<file path="src/ubdl_defs.vh">
// shared constants for the baud, dma and loop-back channel logic
`ifndef UBDL_DEFS_VH
`define UBDL_DEFS_VH
// ----------------------------------------------------------------
// register addresses (a2..a0)
// ----------------------------------------------------------------
`define UBDL_A_DATA    3'h0
`define UBDL_A_IER     3'h1
`define UBDL_A_ISRFCR  3'h2
`define UBDL_A_LCR     3'h3
`define UBDL_A_MCR     3'h4
`define UBDL_A_LSR     3'h5
`define UBDL_A_MSR     3'h6
`define UBDL_A_SPR     3'h7
`define UBDL_A_DLL     3'h0
`define UBDL_A_DLM     3'h1
`define UBDL_A_AFR     3'h2
// ----------------------------------------------------------------
// field positions
// ----------------------------------------------------------------
`define UBDL_LCR_DLAB  7
`define UBDL_LCR_BRK   6
`define UBDL_LCR_STICK 5
`define UBDL_LCR_EVEN  4
`define UBDL_LCR_PEN   3
`define UBDL_LCR_STOP  2
`define UBDL_MCR_LOOP  4
`define UBDL_MCR_INTEN 3
`define UBDL_MCR_OP1   2
`define UBDL_MCR_RTS   1
`define UBDL_MCR_DTR   0
`define UBDL_FCR_DMA   3
`define UBDL_FCR_TXRST 2
`define UBDL_FCR_RXRST 1
`define UBDL_FCR_EN    0
`define UBDL_IER_RX    0
`define UBDL_IER_TX    1
`define UBDL_IER_LS    2
`define UBDL_IER_MS    3
// ----------------------------------------------------------------
// reset values
// ----------------------------------------------------------------
`define UBDL_RST_BYTE  8'h00
`define UBDL_RST_SPR   8'hFF
`define UBDL_RST_DIV   16'h0001
// ----------------------------------------------------------------
// timing and levels
// ----------------------------------------------------------------
`define UBDL_CLK_HZ      100000000
`define UBDL_REF_MAX_HZ  80000000
`define UBDL_RATE_MAX    5000000
`define UBDL_EX_REF_HZ   1843200
`define UBDL_EX_DIV      16'h000C
`define UBDL_EX_BPS      9600
`define UBDL_OVS_LAST    4'hF
`define UBDL_OVS_HALF    4'h7
`define UBDL_WL_BASE     4'h5
`define UBDL_TX_TRIG     5'h10
`define UBDL_RX_TRIG0    5'h01
`define UBDL_RX_TRIG1    5'h04
`define UBDL_RX_TRIG2    5'h08
`define UBDL_RX_TRIG3    5'h0E
// ----------------------------------------------------------------
// interrupt identity codes (isr bits 3..1)
// ----------------------------------------------------------------
`define UBDL_ID_LS     3'h3
`define UBDL_ID_RX     3'h2
`define UBDL_ID_TX     3'h1
`define UBDL_ID_MS     3'h0
`endif

</file>
<file path="src/ubdl_buf2.v">
// two-entry valid/ready buffer for the transmit data path
`timescale 1ns/1ps
module ubdl_buf2 #(
  parameter WIDTH = 8
) (
  input  wire             ref_clk,
  input  wire             rst,
  input  wire             flush,
  input  wire             in_valid,
  output wire             in_ready,
  input  wire [WIDTH-1:0] in_data,
  output wire             out_valid,
  input  wire             out_ready,
  output wire [WIDTH-1:0] out_data,
  output wire [1:0]       level
);
  reg [WIDTH-1:0] mem_q [0:1];  // entry storage
  reg             wp_q;         // write pointer
  reg             rp_q;         // read pointer
  reg [1:0]       cnt_q;        // entries held

  wire push = in_valid & in_ready;
  wire pop  = out_valid & out_ready;

  assign in_ready  = (cnt_q != 2'h2);
  assign out_valid = (cnt_q != 2'h0);
  assign out_data  = mem_q[rp_q];
  assign level     = cnt_q;

  // ----------------------------------------------------------------
  // entry writes, one per slot
  // ----------------------------------------------------------------
  genvar i;
  generate
    for (i = 0; i < 2; i = i + 1) begin : g_ent
      always @(posedge ref_clk or posedge rst) begin
        if (rst) begin
          mem_q[i] <= {WIDTH{1'b0}};
        end else if (push && (wp_q == i)) begin
          mem_q[i] <= in_data;
        end
      end
    end
  endgenerate

  // pointers and count; flush drops everything held
  always @(posedge ref_clk or posedge rst) begin
    if (rst) begin
      wp_q  <= 1'b0;
      rp_q  <= 1'b0;
      cnt_q <= 2'h0;
    end else if (flush) begin
      wp_q  <= 1'b0;
      rp_q  <= 1'b0;
      cnt_q <= 2'h0;
    end else begin
      if (push) begin
        wp_q <= ~wp_q;
      end
      if (pop) begin
        rp_q <= ~rp_q;
      end
      cnt_q <= cnt_q + {1'b0, push} - {1'b0, pop};
    end
  end
endmodule

</file>
<file path="src/ubdl_channel.v">
// one serial channel: baud generator, dma signalling and loop-back
//
// What this block does
// - every channel instance owns its baud generator
// - reference clock up to 80 MHz, 5 Mbit/s
// - divide by programmable divisor 1 to 65535
// - extra divide by 16 per bit
// - divisor is high byte plus low byte
// - 1.8432 MHz, divisor 12 gives 9600
// - clock from crystal or external clock input
// - line status bits 5, 6: free, empty
// - fifo control bit 3 picks dma mode
// - mode 0: interrupt for every character
// - mode 1: tx below 16, rx above trigger
// - loop-back: modem pins cut, control bits drive
// - loop-back: tx fed to rx internally
// - loop-back: dtr to cts, rts to dsr
// - loop-back: int enable to cd, bit 2 ri
// - loop-back byte readable back in receive register
// - loop-back interrupts still work, still enabled
// - loop-back: only change bits of modem status
// - divisor registers only when latch enable set
`timescale 1ns/1ps
`include "ubdl_defs.vh"
module ubdl_channel #(
  parameter DIV_W = 16
) (
  input  wire       ref_clk,
  input  wire       rst,
  input  wire       cs_n,
  input  wire [2:0] addr,
  input  wire       wr_stb,
  input  wire       rd_stb,
  input  wire [7:0] wr_data,
  output reg  [7:0] rd_data,
  input  wire       rx_pin,
  output wire       tx_pin,
  input  wire       cts_n_pin,
  input  wire       dsr_n_pin,
  input  wire       cd_n_pin,
  input  wire       ri_n_pin,
  output wire       dtr_n_pin,
  output wire       rts_n_pin,
  output wire       op1_n_pin,
  output wire       op2_n_pin,
  output reg        int_out,
  output wire       crystal_out_pin
);
  // ----------------------------------------------------------------
  // pin synchronisers
  // ----------------------------------------------------------------
  reg [4:0] sync1_q;  // first stage, read only by sync2_q
  reg [4:0] sync2_q;  // {ri, cd, dsr, cts, rx}, all idle high

  // two flops per asynchronous pin
  always @(posedge ref_clk or posedge rst) begin
    if (rst) begin
      sync1_q <= 5'h1F;
      sync2_q <= 5'h1F;
    end else begin
      sync1_q <= {ri_n_pin, cd_n_pin, dsr_n_pin, cts_n_pin, rx_pin};
      sync2_q <= sync1_q;
    end
  end

  // ----------------------------------------------------------------
  // registers and bus decode
  // ----------------------------------------------------------------
  reg [3:0]       ier_q;   // interrupt enables
  reg [7:0]       lcr_q;   // line control
  reg [4:0]       mcr_q;   // modem control
  reg [7:0]       fcr_q;   // fifo control, reset bits not kept
  reg [7:0]       spr_q;   // scratchpad
  reg [7:0]       afr_q;   // alternate function, stored only
  reg [7:0]       dll_q;   // divisor low byte
  reg [7:0]       dlm_q;   // divisor high byte

  wire sel    = ~cs_n;
  wire dlab   = lcr_q[`UBDL_LCR_DLAB];
  // latch enable opens only the three low addresses
  wire spc    = dlab & (addr <= `UBDL_A_AFR);
  wire wr_gen = sel & wr_stb & ~spc;
  wire wr_spc = sel & wr_stb & spc;
  wire rd_gen = sel & rd_stb & ~spc;
  wire thr_wr = wr_gen & (addr == `UBDL_A_DATA);
  wire fcr_wr = wr_gen & (addr == `UBDL_A_ISRFCR);
  wire txrst  = fcr_wr & wr_data[`UBDL_FCR_TXRST];
  wire rxrst  = fcr_wr & wr_data[`UBDL_FCR_RXRST];
  wire rhr_rd = rd_gen & (addr == `UBDL_A_DATA);
  wire lsr_rd = rd_gen & (addr == `UBDL_A_LSR);
  wire msr_rd = rd_gen & (addr == `UBDL_A_MSR);
  wire loop   = mcr_q[`UBDL_MCR_LOOP];

  // software writes; reset bits of fifo control act as pulses
  always @(posedge ref_clk or posedge rst) begin
    if (rst) begin
      ier_q <= 4'h0;
      lcr_q <= `UBDL_RST_BYTE;
      mcr_q <= 5'h00;
      fcr_q <= `UBDL_RST_BYTE;
      spr_q <= `UBDL_RST_SPR;
      afr_q <= `UBDL_RST_BYTE;
      {dlm_q, dll_q} <= `UBDL_RST_DIV;
    end else begin
      if (wr_gen) begin
        case (addr)
          `UBDL_A_IER:    ier_q <= wr_data[3:0];
          `UBDL_A_ISRFCR: fcr_q <= wr_data & 8'hC9;
          `UBDL_A_LCR:    lcr_q <= wr_data;
          `UBDL_A_MCR:    mcr_q <= wr_data[4:0];
          `UBDL_A_SPR:    spr_q <= wr_data;
          default:        ;                          // data goes to the tx buffer via thr_wr; lsr and msr read-only
        endcase
      end
      if (wr_spc) begin
        case (addr)
          `UBDL_A_DLL: dll_q <= wr_data;
          `UBDL_A_DLM: dlm_q <= wr_data;
          default:     afr_q <= wr_data;
        endcase
      end
    end
  end

  // ----------------------------------------------------------------
  // baud generator
  // ----------------------------------------------------------------
  // ref_clk is the crystal or external clock on the input pin; no
  // oscillator is modelled, so the crystal output sits low
  assign crystal_out_pin = 1'b0;

  wire [DIV_W-1:0] div_w   = {dlm_q, dll_q};
  // zero is not a legal divisor; it runs as one
  wire [DIV_W-1:0] div_eff = (div_w == {DIV_W{1'b0}}) ? {{(DIV_W-1){1'b0}}, 1'b1} : div_w;
  reg  [DIV_W-1:0] bcnt_q;                           // per-channel counter
  wire             tick    = (bcnt_q == {DIV_W{1'b0}});  // 16x rate

  // divisor is sampled only at reload, so a write mid-frame takes effect
  // at the next reload and never truncates the current count
  always @(posedge ref_clk or posedge rst) begin
    if (rst) begin
      bcnt_q <= {DIV_W{1'b0}};
    end else if (tick) begin
      bcnt_q <= div_eff - 1'b1;
    end else begin
      bcnt_q <= bcnt_q - 1'b1;
    end
  end
  // bit rate = ref / (16 * divisor): 1.8432 MHz, 12 gives 9600;
  // at the 80 MHz ceiling, divisor 1 gives 5 Mbit/s

  // ----------------------------------------------------------------
  // transmitter
  // ----------------------------------------------------------------
  wire [3:0] wl = `UBDL_WL_BASE + {2'b00, lcr_q[1:0]};  // data bits
  wire       pen = lcr_q[`UBDL_LCR_PEN];

  // parity of a masked character, honouring stick and even
  function par_of;
    input [7:0] m;
    input [7:0] line_control_reg;
    begin
      if (line_control_reg[`UBDL_LCR_STICK]) begin
        par_of = ~line_control_reg[`UBDL_LCR_EVEN];
      end else if (line_control_reg[`UBDL_LCR_EVEN]) begin
        par_of = ^m;
      end else begin
        par_of = ~^m;
      end
    end
  endfunction

  wire [7:0] tx_data;      // head of the buffer
  wire       tx_avail;     // buffer holds a byte
  wire       thr_free;     // buffer can take a byte
  wire [1:0] tx_level;     // bytes held
  reg        tx_busy_q;    // frame on the wire
  reg [11:0] tx_frame_q;   // shifted out lsb first
  reg [3:0]  tx_bits_q;    // bits left in frame
  reg [3:0]  tx_ph_q;      // 16x phase in the bit

  // a write while the buffer is full is lost; poll free first
  ubdl_buf2 #(
    .WIDTH (8)
  ) u_txbuf (
    .ref_clk   (ref_clk),
    .rst       (rst),
    .flush     (txrst),
    .in_valid  (thr_wr),
    .in_ready  (thr_free),
    .in_data   (wr_data),
    .out_valid (tx_avail),
    .out_ready (~tx_busy_q),
    .out_data  (tx_data),
    .level     (tx_level)
  );

  wire [7:0]  tx_m     = tx_data & (8'hFF >> (4'h8 - wl));
  wire [11:0] tx_build = {3'h7, tx_m, 1'b0} | (12'hFFF << (wl + 4'h1));
  wire [3:0]  tx_len   = 4'h2 + wl + {3'h0, pen} + {3'h0, lcr_q[`UBDL_LCR_STOP]};

  // load a frame when idle, then one bit per 16 ticks
  always @(posedge ref_clk or posedge rst) begin
    if (rst) begin
      tx_busy_q  <= 1'b0;
      tx_frame_q <= 12'hFFF;
      tx_bits_q  <= 4'h0;
      tx_ph_q    <= 4'h0;
    end else if (!tx_busy_q) begin
      if (tx_avail) begin
        tx_busy_q  <= 1'b1;
        tx_frame_q <= tx_build;
        if (pen) begin
          tx_frame_q[wl + 4'h1] <= par_of(tx_m, lcr_q);
        end
        tx_bits_q  <= tx_len;
        tx_ph_q    <= 4'h0;
      end
    end else if (tick) begin
      tx_ph_q <= tx_ph_q + 4'h1;
      if (tx_ph_q == `UBDL_OVS_LAST) begin
        tx_frame_q <= {1'b1, tx_frame_q[11:1]};
        tx_bits_q  <= tx_bits_q - 4'h1;
        if (tx_bits_q == 4'h1) begin
          tx_busy_q <= 1'b0;
        end
      end
    end
  end

  wire tx_line = (tx_busy_q ? tx_frame_q[0] : 1'b1) & ~lcr_q[`UBDL_LCR_BRK];
  // pin idles at mark in loop-back; stream goes to the receiver
  assign tx_pin = loop ? 1'b1 : tx_line;
  wire   rx_in  = loop ? tx_line : sync2_q[0];

  // ----------------------------------------------------------------
  // receiver
  // ----------------------------------------------------------------
  localparam RX_IDLE  = 2'h0;
  localparam RX_START = 2'h1;
  localparam RX_BITS  = 2'h2;

  reg [1:0]  rx_st_q;      // receiver state
  reg        rx_prev_q;    // last line level, for start edge
  reg [3:0]  rx_ph_q;      // 16x phase
  reg [3:0]  rx_idx_q;     // bit index in frame
  reg [9:0]  rx_sh_q;      // collected data and parity
  reg [7:0]  rhr_q;        // received character
  reg        rhr_valid_q;  // data ready
  reg        oe_q;         // overrun, sticky
  reg        pe_q;         // parity error, sticky
  reg        fe_q;         // framing error, sticky
  reg        bi_q;         // break, sticky

  wire [3:0] rx_last = wl + {3'h0, pen};              // stop bit index
  wire [7:0] rx_m    = rx_sh_q[7:0] & (8'hFF >> (4'h8 - wl));
  wire       rx_done = (rx_st_q == RX_BITS) && tick &&
                       (rx_ph_q == `UBDL_OVS_LAST) && (rx_idx_q == rx_last);
  wire       rx_pbad = pen & (rx_sh_q[wl] != par_of(rx_m, lcr_q));
  wire       rx_brk  = ~rx_in & (rx_m == 8'h00) & ~(pen & rx_sh_q[wl]);

  // start found on a falling edge, checked at mid bit, then sampled
  // at each bit centre; false starts drop back to idle
  always @(posedge ref_clk or posedge rst) begin
    if (rst) begin
      rx_st_q   <= RX_IDLE;
      rx_prev_q <= 1'b1;
      rx_ph_q   <= 4'h0;
      rx_idx_q  <= 4'h0;
      rx_sh_q   <= 10'h000;
    end else begin
      rx_prev_q <= rx_in;
      case (rx_st_q)
        RX_IDLE: begin
          if (rx_prev_q && !rx_in) begin
            rx_st_q <= RX_START;
            rx_ph_q <= 4'h0;
          end
        end
        RX_START: begin
          if (tick) begin
            rx_ph_q <= rx_ph_q + 4'h1;
            if (rx_ph_q == `UBDL_OVS_HALF) begin
              rx_st_q  <= rx_in ? RX_IDLE : RX_BITS;
              rx_ph_q  <= 4'h0;
              rx_idx_q <= 4'h0;
            end
          end
        end
        RX_BITS: begin
          if (tick) begin
            rx_ph_q <= rx_ph_q + 4'h1;
            if (rx_ph_q == `UBDL_OVS_LAST) begin
              rx_idx_q <= rx_idx_q + 4'h1;
              if (rx_idx_q == rx_last) begin
                rx_st_q <= RX_IDLE;
              end else begin
                rx_sh_q[rx_idx_q] <= rx_in;
              end
            end
          end
        end
        default: rx_st_q <= RX_IDLE;
      endcase
    end
  end

  // holding register and line errors; new events win over clears
  always @(posedge ref_clk or posedge rst) begin
    if (rst) begin
      rhr_q       <= 8'h00;
      rhr_valid_q <= 1'b0;
      oe_q        <= 1'b0;
      pe_q        <= 1'b0;
      fe_q        <= 1'b0;
      bi_q        <= 1'b0;
    end else begin
      if (rhr_rd || rxrst) begin
        rhr_valid_q <= 1'b0;
      end
      if (lsr_rd) begin
        oe_q <= 1'b0;
        pe_q <= 1'b0;
        fe_q <= 1'b0;
        bi_q <= 1'b0;
      end
      if (rx_done) begin
        rhr_q       <= rx_m;
        rhr_valid_q <= 1'b1;
        if (rhr_valid_q && !rhr_rd) begin
          oe_q <= 1'b1;
        end
        if (rx_pbad) begin
          pe_q <= 1'b1;
        end
        if (!rx_in) begin
          fe_q <= 1'b1;
        end
        if (rx_brk) begin
          bi_q <= 1'b1;
        end
      end
    end
  end

  // ----------------------------------------------------------------
  // modem lines
  // ----------------------------------------------------------------
  // internal levels {cd, ri, dsr, cts} in loop-back, {ri, cd, dsr, cts} from the pins; true = asserted
  wire [3:0] ms_lvl = loop ? {mcr_q[`UBDL_MCR_INTEN], mcr_q[`UBDL_MCR_OP1],
                              mcr_q[`UBDL_MCR_RTS], mcr_q[`UBDL_MCR_DTR]}
                           : ~sync2_q[4:1];
  reg  [3:0] ms_prev_q;   // levels one cycle ago
  reg  [3:0] ms_dlt_q;    // change bits, sticky
  wire [3:0] ms_chg = {ms_prev_q[3] ^ ms_lvl[3], ms_prev_q[2] & ~ms_lvl[2],
                       ms_prev_q[1] ^ ms_lvl[1], ms_prev_q[0] ^ ms_lvl[0]};

  // change bits; bit 2 (ri in loop-back, cd from the pins) flags its trailing edge only
  always @(posedge ref_clk or posedge rst) begin
    if (rst) begin
      ms_prev_q <= 4'h0;
      ms_dlt_q  <= 4'h0;
    end else begin
      ms_prev_q <= ms_lvl;
      ms_dlt_q  <= (msr_rd ? 4'h0 : ms_dlt_q) | ms_chg;
    end
  end

  // pins go inactive while looped back
  assign dtr_n_pin = loop | ~mcr_q[`UBDL_MCR_DTR];
  assign rts_n_pin = loop | ~mcr_q[`UBDL_MCR_RTS];
  assign op1_n_pin = loop | ~mcr_q[`UBDL_MCR_OP1];
  assign op2_n_pin = loop | ~mcr_q[`UBDL_MCR_INTEN];

  // ----------------------------------------------------------------
  // interrupt conditions
  // ----------------------------------------------------------------
  wire       dma1 = fcr_q[`UBDL_FCR_EN] & fcr_q[`UBDL_FCR_DMA];
  wire [4:0] rx_lvl = {4'h0, rhr_valid_q};
  wire [4:0] tx_lvl = {3'h0, tx_level};
  reg  [4:0] rx_trig;  // receive trigger in characters

  // trigger level from fifo control bits 7..6
  always @* begin
    rx_trig = `UBDL_RX_TRIG0;
    case (fcr_q[7:6])
      2'h1:    rx_trig = `UBDL_RX_TRIG1;
      2'h2:    rx_trig = `UBDL_RX_TRIG2;
      2'h3:    rx_trig = `UBDL_RX_TRIG3;
      default: rx_trig = `UBDL_RX_TRIG0;
    endcase
  end

  // mode 1 uses fill levels, mode 0 each character
  wire rx_cond = dma1 ? (rx_lvl > rx_trig) : rhr_valid_q;
  wire tx_cond = dma1 ? (tx_lvl < `UBDL_TX_TRIG) : (tx_level == 2'h0);
  // same enables apply in loop-back
  wire irq_ls  = ier_q[`UBDL_IER_LS] & (oe_q | pe_q | fe_q | bi_q);
  wire irq_rx  = ier_q[`UBDL_IER_RX] & rx_cond;
  wire irq_tx  = ier_q[`UBDL_IER_TX] & tx_cond;
  wire irq_ms  = ier_q[`UBDL_IER_MS] & (|ms_dlt_q);
  wire irq_any = irq_ls | irq_rx | irq_tx | irq_ms;
  // highest pending source
  wire [2:0] irq_id = irq_ls ? `UBDL_ID_LS : irq_rx ? `UBDL_ID_RX :
                      irq_tx ? `UBDL_ID_TX : `UBDL_ID_MS;

  // output gated by the interrupt enable control bit
  always @(posedge ref_clk or posedge rst) begin
    if (rst) begin
      int_out <= 1'b0;
    end else begin
      int_out <= irq_any & mcr_q[`UBDL_MCR_INTEN];
    end
  end

  // ----------------------------------------------------------------
  // read data
  // ----------------------------------------------------------------
  wire       temt  = (tx_level == 2'h0) & ~tx_busy_q;
  wire [7:0] lsr_v = {pe_q | fe_q | bi_q, temt, thr_free, bi_q,
                      fe_q, pe_q, oe_q, rhr_valid_q};
  // level half blanked while looped back
  wire [7:0] msr_v = {loop ? 4'h0 : ms_lvl, ms_dlt_q};
  wire       fen   = fcr_q[`UBDL_FCR_EN];

  // registered read mux; value is valid the cycle after rd_stb
  always @(posedge ref_clk or posedge rst) begin
    if (rst) begin
      rd_data <= 8'h00;
    end else if (sel && rd_stb) begin
      if (spc) begin
        case (addr)
          `UBDL_A_DLL: rd_data <= dll_q;
          `UBDL_A_DLM: rd_data <= dlm_q;
          default:     rd_data <= afr_q;
        endcase
      end else begin
        case (addr)
          `UBDL_A_DATA:   rd_data <= rhr_q;
          `UBDL_A_IER:    rd_data <= {4'h0, ier_q};
          `UBDL_A_ISRFCR: rd_data <= {fen, fen, 2'h0, irq_id, ~irq_any};
          `UBDL_A_LCR:    rd_data <= lcr_q;
          `UBDL_A_MCR:    rd_data <= {3'h0, mcr_q};
          `UBDL_A_LSR:    rd_data <= lsr_v;
          `UBDL_A_MSR:    rd_data <= msr_v;
          default:        rd_data <= spr_q;
        endcase
      end
    end
  end
endmodule

</file>
<file path="config.mk">
export PLATFORM = sky130hd
export DESIGN_NAME = ubdl_channel
export DESIGN_NICKNAME = d
export VERILOG_FILES = /design/src/ubdl_buf2.v /design/src/ubdl_channel.v
export VERILOG_INCLUDE_DIRS = /design/src
export SDC_FILE = /design/constraint.sdc
export NUM_CORES = 1
export LEC_CHECK = 0
export ABC_CLOCK_PERIOD_IN_PS = 6200
export BUFFER_PORTS_ARGS = -buffer_cell sky130_fd_sc_hd__buf_2
export CELL_PAD_IN_SITES_DETAIL_PLACEMENT = 1
export CELL_PAD_IN_SITES_GLOBAL_PLACEMENT = 2
export CORE_UTILIZATION = 38
export DETAILED_ROUTE_END_ITERATION = 10
export PLACE_DENSITY = 0.73
export SYNTH_ARGS = -nofsm -noshare
export SYNTH_HDL_FRONTEND = slang
export SYNTH_SLANG_ARGS = --single-unit
</file>
<file path="constraint.sdc">
create_clock -name ref_clk -period 6.2 [get_ports ref_clk]
set_clock_uncertainty 0.1 [all_clocks]
set_input_delay 0.62 -clock ref_clk [delete_from_list [all_inputs] [get_ports ref_clk]]
set_output_delay 0.62 -clock ref_clk [all_outputs]
set_load 0.02 [all_outputs]
</file>
==> results of run 1 <==
-- power by group through the flow --
stage          logic [uW]  registers [uW]  clock network (uW)
2_1_floorplan         859            1530                   0
3_3_place_gp         1100            1620                   0
3_5_place_dp         1120            1620                   0
4_1_cts              1140            1610                1090
5_1_grt              1250            1650                1130
6_report             1120            1610                1070
-- routing by layer --
metal | vias to the layer above | GRT usage [%] | part of all wire [%]
met1 | 3494 | 31.18 | 48
met2 | 103 | 36.14 | 47
met5 | - | 0 | 0
met3 | 25 | 3.469 | 2.9
li1 | 3235 | - | -
met4 | 0 | 6.334 | 1.6
-- cell usage after synthesis (6+ instances only) --
master	count
dfrtp_1	137
nand2_1	97
mux2_2	72
o21ai_0	64
nor2_1	60
a21oi_1	56
inv_1	45
dfstp_2	32
clkbuf_1	31
ha_1	30
nand3_1	23
xnor2_1	23
nor3_1	16
mux2i_1	15
nand2b_1	13
nor2b_1	13
a211oi_1	12
xor2_1	10
o31ai_1	8
a31oi_1	7
o21ai_1	7
a21o_1	6
a221oi_1	6
-- worst max-delay path: stages, from the launching register on --
cell and delay, ps:
dfrtp_1 910, clkinv_1 520, o21ai_1 400, clkinv_1 400, ha_1 410, inv_1 50, ha_1 210, xor2_1 160
xnor2_1 140, nor2_1 60
-- cell families after synthesis --
| logic type | share of synthesized area, % |
|---|---|
| compound gates | 14.98 |
| xor+xnor | 3.662 |
| buf+inv | 4.085 |
| mux | 11.35 |
| flops | 46.62 |
| other cells | 0.04095 |
| fa+ha+maj | 4.536 |
| simple gates | 14.73 |
-- cell type report --
| type | instances | area share [%] |
|---|---|---|
| Multi-Input combinational cell | 643 | 44.50 |
| Sequential cell | 169 | 42.02 |
| Clock buffer | 17 | 4.187 |
| Tap cell | 319 | 3.929 |
| Timing Repair Buffer | 39 | 2.044 |
| Inverter | 48 | 1.823 |
| Clock inverter | 15 | 1.502 |
-- sequential cells by signal, indices dropped and copies added, names as in the netlist, 5 cells and up --
signal,flops
bcnt_q,16
dlm_q,8
mcr_q,5
sync2_q,5
rx_sh_q,10
tx_frame_q,12
afr_q,8
lcr_q,8
u_txbuf.mem_q,16
rd_data,8
rhr_q,8
spr_q,8
dll_q,8
sync1_q,5
-- final timing paths --
| check | slack, ps | end | cells past startpoint | startpoint |
|---|---|---|---|---|
| setup / recovery | 2710 | u_txbuf.level[1] | 9 | tx_busy_q |
| hold / removal | 180 | sync1_q[0] | 1 | rx_pin |
| setup reg to reg | 2710 | u_txbuf.level[1] | 9 | tx_busy_q |
| hold reg to reg | 250 | sync2_q[3] | 0 | sync1_q[3] |
| max in group asynchronous | 4510 | rd_data[0] | 3 | rst |
| min in group asynchronous | 200 | rx_idx_q[1] | 2 | rst |
-- through the flow --
| step | cells | utilization [%] | cell area [sq um] | setup WS [ps] | hold slack, ps |
|---|---|---|---|---|---|
| after global routing | 1250 | 43.15 | 10160 | 2286 | 154.9 |
| after global placement | 1218 | 40.70 | 9582 | 2723 | 245.6 |
| after floorplan | 904 | - | 9158 | 957.9 | 245.2 |
| after CTS | 1250 | 43.15 | 10160 | 2702 | 162.9 |
| after detailed placement | 1218 | 40.70 | 9582 | 2607 | 247.5 |
| final | 1250 | 43.15 | 10160 | 2714 | 180.8 |
==> qor.csv, run 1 <==
stage;metric;value;unit
grt;gr usage total;22.45;%
power_and_ir_drop;Pleak;0.004375;uW
final_layout;multi-input logic area;4521;sq um
synth;ys async rst share;100.0;%
final_layout;FF/Latch Area;4269;sq um
timing;Final Max Tran Viols;0;
final_layout;Antenna diodes;0;
grt;initial antenna violation count;0;
synth;Yosys Warn Count;0;
power_and_ir_drop;clock network fraction of design power;28.1;%
clock_network;# hold bufs at CTS;0;
worst_setup_path;Critical Path AT;3710;ps
timing;crit path time final;3486;ps
placed_design;Placer Congestion;0.8528;
drt;DR WL/cell;20.81;um
placed_design;PortBufs;34;
final_layout;fillers;2663;
drt;vias per cell;5.486;
timing;setup TNS;0;ps
floorplanning;Core Area;23540;sq um
synth;sequential share of the synthesized area;46.62;%
synth;mean post-synth cell area;10.13;sq um
clock_network;Num CTS Buffers;17;
power_and_ir_drop;cell-internal power;2397;uW
drt;Initial DRC Count;354;
placed_design;dpl hpwl;18.60;mm
clock_network;number of setup buffers added after CTS;0;
power_and_ir_drop;sequential share of power;42.4;%
run;Max Cap Viol;0;
clock_network;CTS HTree Levels;4;
power_and_ir_drop;Net Sw Frac;36.76;%
grt;first-pass GRT wire length;41.54;mm
drt;routed wire length;26.02;mm
worst_setup_path;Critical Path Start Type;flip-flop;
floorplanning;row cnt;56;
clock_network;Worst-path clk slew;70;ps
synth;Mapped Cells;904;
worst_setup_path;Setup Crit Path Kind;reg2reg;
clock_network;CTS Root Cell;clkbuf_16;
power_and_ir_drop;total net switching power;1393;uW
synth;top-area cell type share of the netlist area;37.44;%
drt;# DRC;0;
clock_network;CTS tree;built;
floorplanning;Die X;157.2;um
power_and_ir_drop;combinational power share;29.5;%
timing;Worst Tran Pin Value;1109;ps
timing;unrepaired setup endpoints after global routing;false;
floorplanning;Total Die Area;24720;sq um
final_layout;leading cell types in the layout, fill and taps excluded;137 x dfrtp_1, 97 x nand2_1, 72 x mux2_2;
clock_network;post-cts resize count;0;
grt;GR Overflow Total;0;
power_and_ir_drop;pwr dens;373.0;nW/um^2
grt;vias in the first global route;7075;
power_and_ir_drop;maximum vdd drop;0.1864;mV
clock_network;Max clock buf depth;2;
grt;largest net degree at the start of global routing;80;
floorplanning;I/O pin count;36;
drt;1st-pass router iterations;4;
synth;Main synth FF type;dfrtp_1;
worst_setup_path;critical-path maximum fanout;26;
synth;largest cells by area after synthesis;dfrtp_1 37%, dfstp_2 9.2%, mux2_2 8.9%, ha_1 4.1%, nand2_1 4.0%;
floorplanning;Die Span Y;157.2;um
timing;relative max-transition margin;25.48;%
worst_setup_path;Crit. End Element;flip-flop;
clock_network;# clock sinks;169;
worst_setup_path;WP data required;6420;ps
synth;Post-Syn Area;9158;sq um
timing;fin crit share;56.23;%
timing;Final Hold Viols;0;
clock_network;worst-skew pair later-pin latency;430;ps
run_status;outcome;complete, no violations;
power_and_ir_drop;total power draw;3790;uW
min_path;min-delay worst type;in2reg;
synth;Post-synth EDFFs;0;
drt;post-route ant nets;0;
synth;unique cell type count in the Yosys netlist;85;
final_layout;commonest non-fill, non-tap cell in the layout;dfrtp_1;
final_layout;P&R area growth vs syn;10.94;%
timing;Setup Viol. Count Final;0;
floorplanning;Initial Util;38.90;%
timing;Fmax achieved;286.8;MHz
synth;Yosys top cell by area;dfrtp_1;
drt;vias;6857;
final_layout;fraction of layout instances using a drive strength above 1;22.13;%
synth;Synth Net Count;957;
synth;Yosys reg bits;169;
final_layout;# nets final;971;
Power figures use the tool's default switching activity.
==> run 2: changes to the inputs <==
--- a/config.mk
+++ b/config.mk
@@ -6,7 +6,7 @@
 export SDC_FILE = /design/constraint.sdc
 export NUM_CORES = 1
 export LEC_CHECK = 0
-export ABC_CLOCK_PERIOD_IN_PS = 6200
+export ABC_CLOCK_PERIOD_IN_PS = 3400
 export BUFFER_PORTS_ARGS = -buffer_cell sky130_fd_sc_hd__buf_2
 export CELL_PAD_IN_SITES_DETAIL_PLACEMENT = 1
 export CELL_PAD_IN_SITES_GLOBAL_PLACEMENT = 2
==> constraint.sdc (replaced) <==
create_clock -name ref_clk -period 3.4 [get_ports ref_clk]
set_clock_uncertainty 0.1 [all_clocks]
set_input_delay 0.34 -clock ref_clk [delete_from_list [all_inputs] [get_ports ref_clk]]
set_output_delay 0.34 -clock ref_clk [all_outputs]
set_load 0.02 [all_outputs]
==> qor.csv, run 2 (synthesis gave the netlist of run 1 again) <==
stage;metric;value;unit;change
run_status;outcome;complete, no violations;;
drt;vias per cell;5.409;;-1.4%
floorplanning;Die Span Y;157.2;um;unchanged
grt;vias in the first global route;7047;;-0.40%
timing;Worst Tran Pin Value;895.7;ps;-212.8 ps
timing;crit path time final;2966;ps;-520.3 ps
final_layout;largest registers;bcnt_q x16, u_txbuf.mem_q x16, tx_frame_q x12;;
worst_setup_path;Setup Crit Path Kind;reg2reg;;
final_layout;fraction of layout instances using a drive strength above 1;24.01;%;+1.9 points
floorplanning;Initial Util;38.90;%;unchanged
worst_setup_path;crit-path max cell delay;460;ps;-450 ps
floorplanning;Core Area;23540;sq um;unchanged
timing;Final Max Tran Viols;0;;unchanged
floorplanning;I/O pin count;36;;unchanged
grt;gr usage total;22.62;%;+0.17 points
worst_setup_path;Critical Path AT;3190;ps;-520 ps
final_layout;Antenna diodes;0;;unchanged
run;Max Cap Viol;0;;unchanged
timing;fin crit share;87.24;%;+31 points
timing;Fmax achieved;337.1;MHz;+18%
worst_setup_path;Top cell by count, worst path;xnor2_1;;
worst_setup_path;Stages on worst setup path;11;;+2
grt;initial antenna violation count;0;;unchanged
floorplanning;Die X;157.2;um;unchanged
placed_design;Placer Congestion;0.8453;;-0.88%
timing;setup TNS;0;ps;unchanged
placed_design;PortBufs;34;;unchanged
final_layout;fillers;2690;;+1.0%
clock_network;# clock sinks;169;;unchanged
final_layout;Util after Layout;44.27;%;+1.1 points
placed_design;dpl hpwl;19.16;mm;+3.0%
grt;GR Util met1;32.67;%;+1.5 points
grt;first-pass GRT wire length;41.90;mm;+0.85%
drt;post-route ant nets;0;;unchanged
worst_setup_path;WP data required;3620;ps;-2800 ps
power_and_ir_drop;Pleak;0.004528;uW;+3.5%
final_layout;FF/Latch Area;4269;sq um;unchanged
final_layout;final non-filler cell total;1281;;+2.5%
drt;routed wire length;26.13;mm;+0.45%
timing;unrepaired setup endpoints after global routing;false;;
final_layout;leading cell types in the layout, fill and taps excluded;137 x dfrtp_1, 97 x nand2_1, 72 x mux2_2;;
drt;Initial DRC Count;414;;+17%
grt;gr busiest metal;met2;;
worst_setup_path;Crit path max-delay family;XOR/XNOR gates;;
clock_network;Max clock buf depth;2;;unchanged
final_layout;# nets final;1002;;+3.2%
final_layout;multi-input logic area;4521;sq um;unchanged
clock_network;post-cts resize count;0;;unchanged
grt;largest net degree at the start of global routing;43;;-46%
worst_setup_path;Crit. End Element;flip-flop;;
timing;relative max-transition margin;40.16;%;+15 points
clock_network;Worst-path clk slew;70;ps;about the same
floorplanning;Total Die Area;24720;sq um;unchanged
grt;grt met3 use;3.744;%;+0.28 points
power_and_ir_drop;pwr dens;662.3;nW/um^2;+78%
clock_network;CTS Root Cell;clkbuf_16;;
clock_network;number of setup buffers added after CTS;0;;unchanged
clock_network;CTS tree;built;;
final_layout;P&R area growth vs syn;13.80;%;
worst_setup_path;critical-path maximum fanout;6;;-77%
clock_network;CTS HTree Levels;4;;unchanged
clock_network;Num CTS Buffers;17;;unchanged
worst_setup_path;Critical Path Start Type;flip-flop;;
power_and_ir_drop;maximum vdd drop;0.3213;mV;+72%
worst_setup_path;CP max stage cell;dfrtp_1;;
drt;vias;6929;;+1.1%
timing;Final Hold Viols;0;;unchanged
power_and_ir_drop;total power draw;6902;uW;+82%
drt;DR WL/cell;20.40;um;-2.0%
worst_setup_path;CP bufs+invs;1;;-2
min_path;min-delay worst type;in2reg;;
timing;Setup Viol. Count Final;0;;unchanged
min_path;hold depth;3;;+2
clock_network;worst-skew pair later-pin latency;440;ps;about the same
final_layout;commonest non-fill, non-tap cell in the layout;dfrtp_1;;
placed_design;dpl cells;1243;;+2.1%
worst_setup_path;cells along the critical path;inv_1 > ha_1 > xnor2_1 > nand2b_1 > ha_1 > xnor2_1 > xnor2_1 > nor2_1 > xnor2_1 > xnor2_1 > a32o_1;;
drt;1st-pass router iterations;4;;unchanged
drt;# DRC;0;;unchanged
grt;M2 GR Usage;35.08;%;-1.1 points
floorplanning;row cnt;56;;unchanged
grt;GR Overflow Total;0;;unchanged
worst_setup_path;Worst R2R Path Depth;11;;+2
-- run 2: worst min-delay path: stages --
cell and delay, ps:
buf_2 190, nand2_1 80, o21ai_0 70
-- run 2: layout make-up --
type	count	area share, %
inverter	48	1.765
sequential	169	40.97
clock inverter	15	1.369
multi-input combinational	643	43.38
clock buffer	17	4.082
tap	319	3.830
timing repair buffer	70	4.610
-- run 2: per-layer routing --
layer,share of wire (%),up-vias
li1,-,3289
met1,50,3533
met2,45,85
met3,2.9,22
met4,1.4,0
met5,0,-
-- run 2: power breakdown --
part           leakage (uW)  internal, uW  switching [uW]  total, uW
clock network      0.000284           979             942       1920
registers           0.00206          2490             403       2890
logic               0.00218           932            1160       2090
-- run 2: path summary, 6_finish.rpt --
kind | from | endpoint | slack [ps]
max reg2reg | lcr_q[1] | pe_q | 430
min | wr_data[5] | lcr_q[5] | 200
max in group asynchronous | rst | rx_prev_q | 1870
min reg2reg | sync1_q[0] | sync2_q[0] | 250
min in group asynchronous | rst | tx_bits_q[1] | 520
max | lcr_q[1] | pe_q | 430
-- run 2: what timing repair did --
action | 4_1_cts | 5_1_grt
hold endpoints to repair | 6 | 0
hold buffers | 6 | 0
endpoints found under the setup margin | 0 | 0
-- run 2: stage by stage --
step                area, sq um  hold WS, ps  setup slack (ps)
floorplan                  9161        244.5             620.8
global placement           9793        247.3             593.4
detailed placement         9793        247.9             460.0
CTS                       10420        183.2             430.8
global route              10420        198.0             228.9
finish                    10420        196.9             433.8
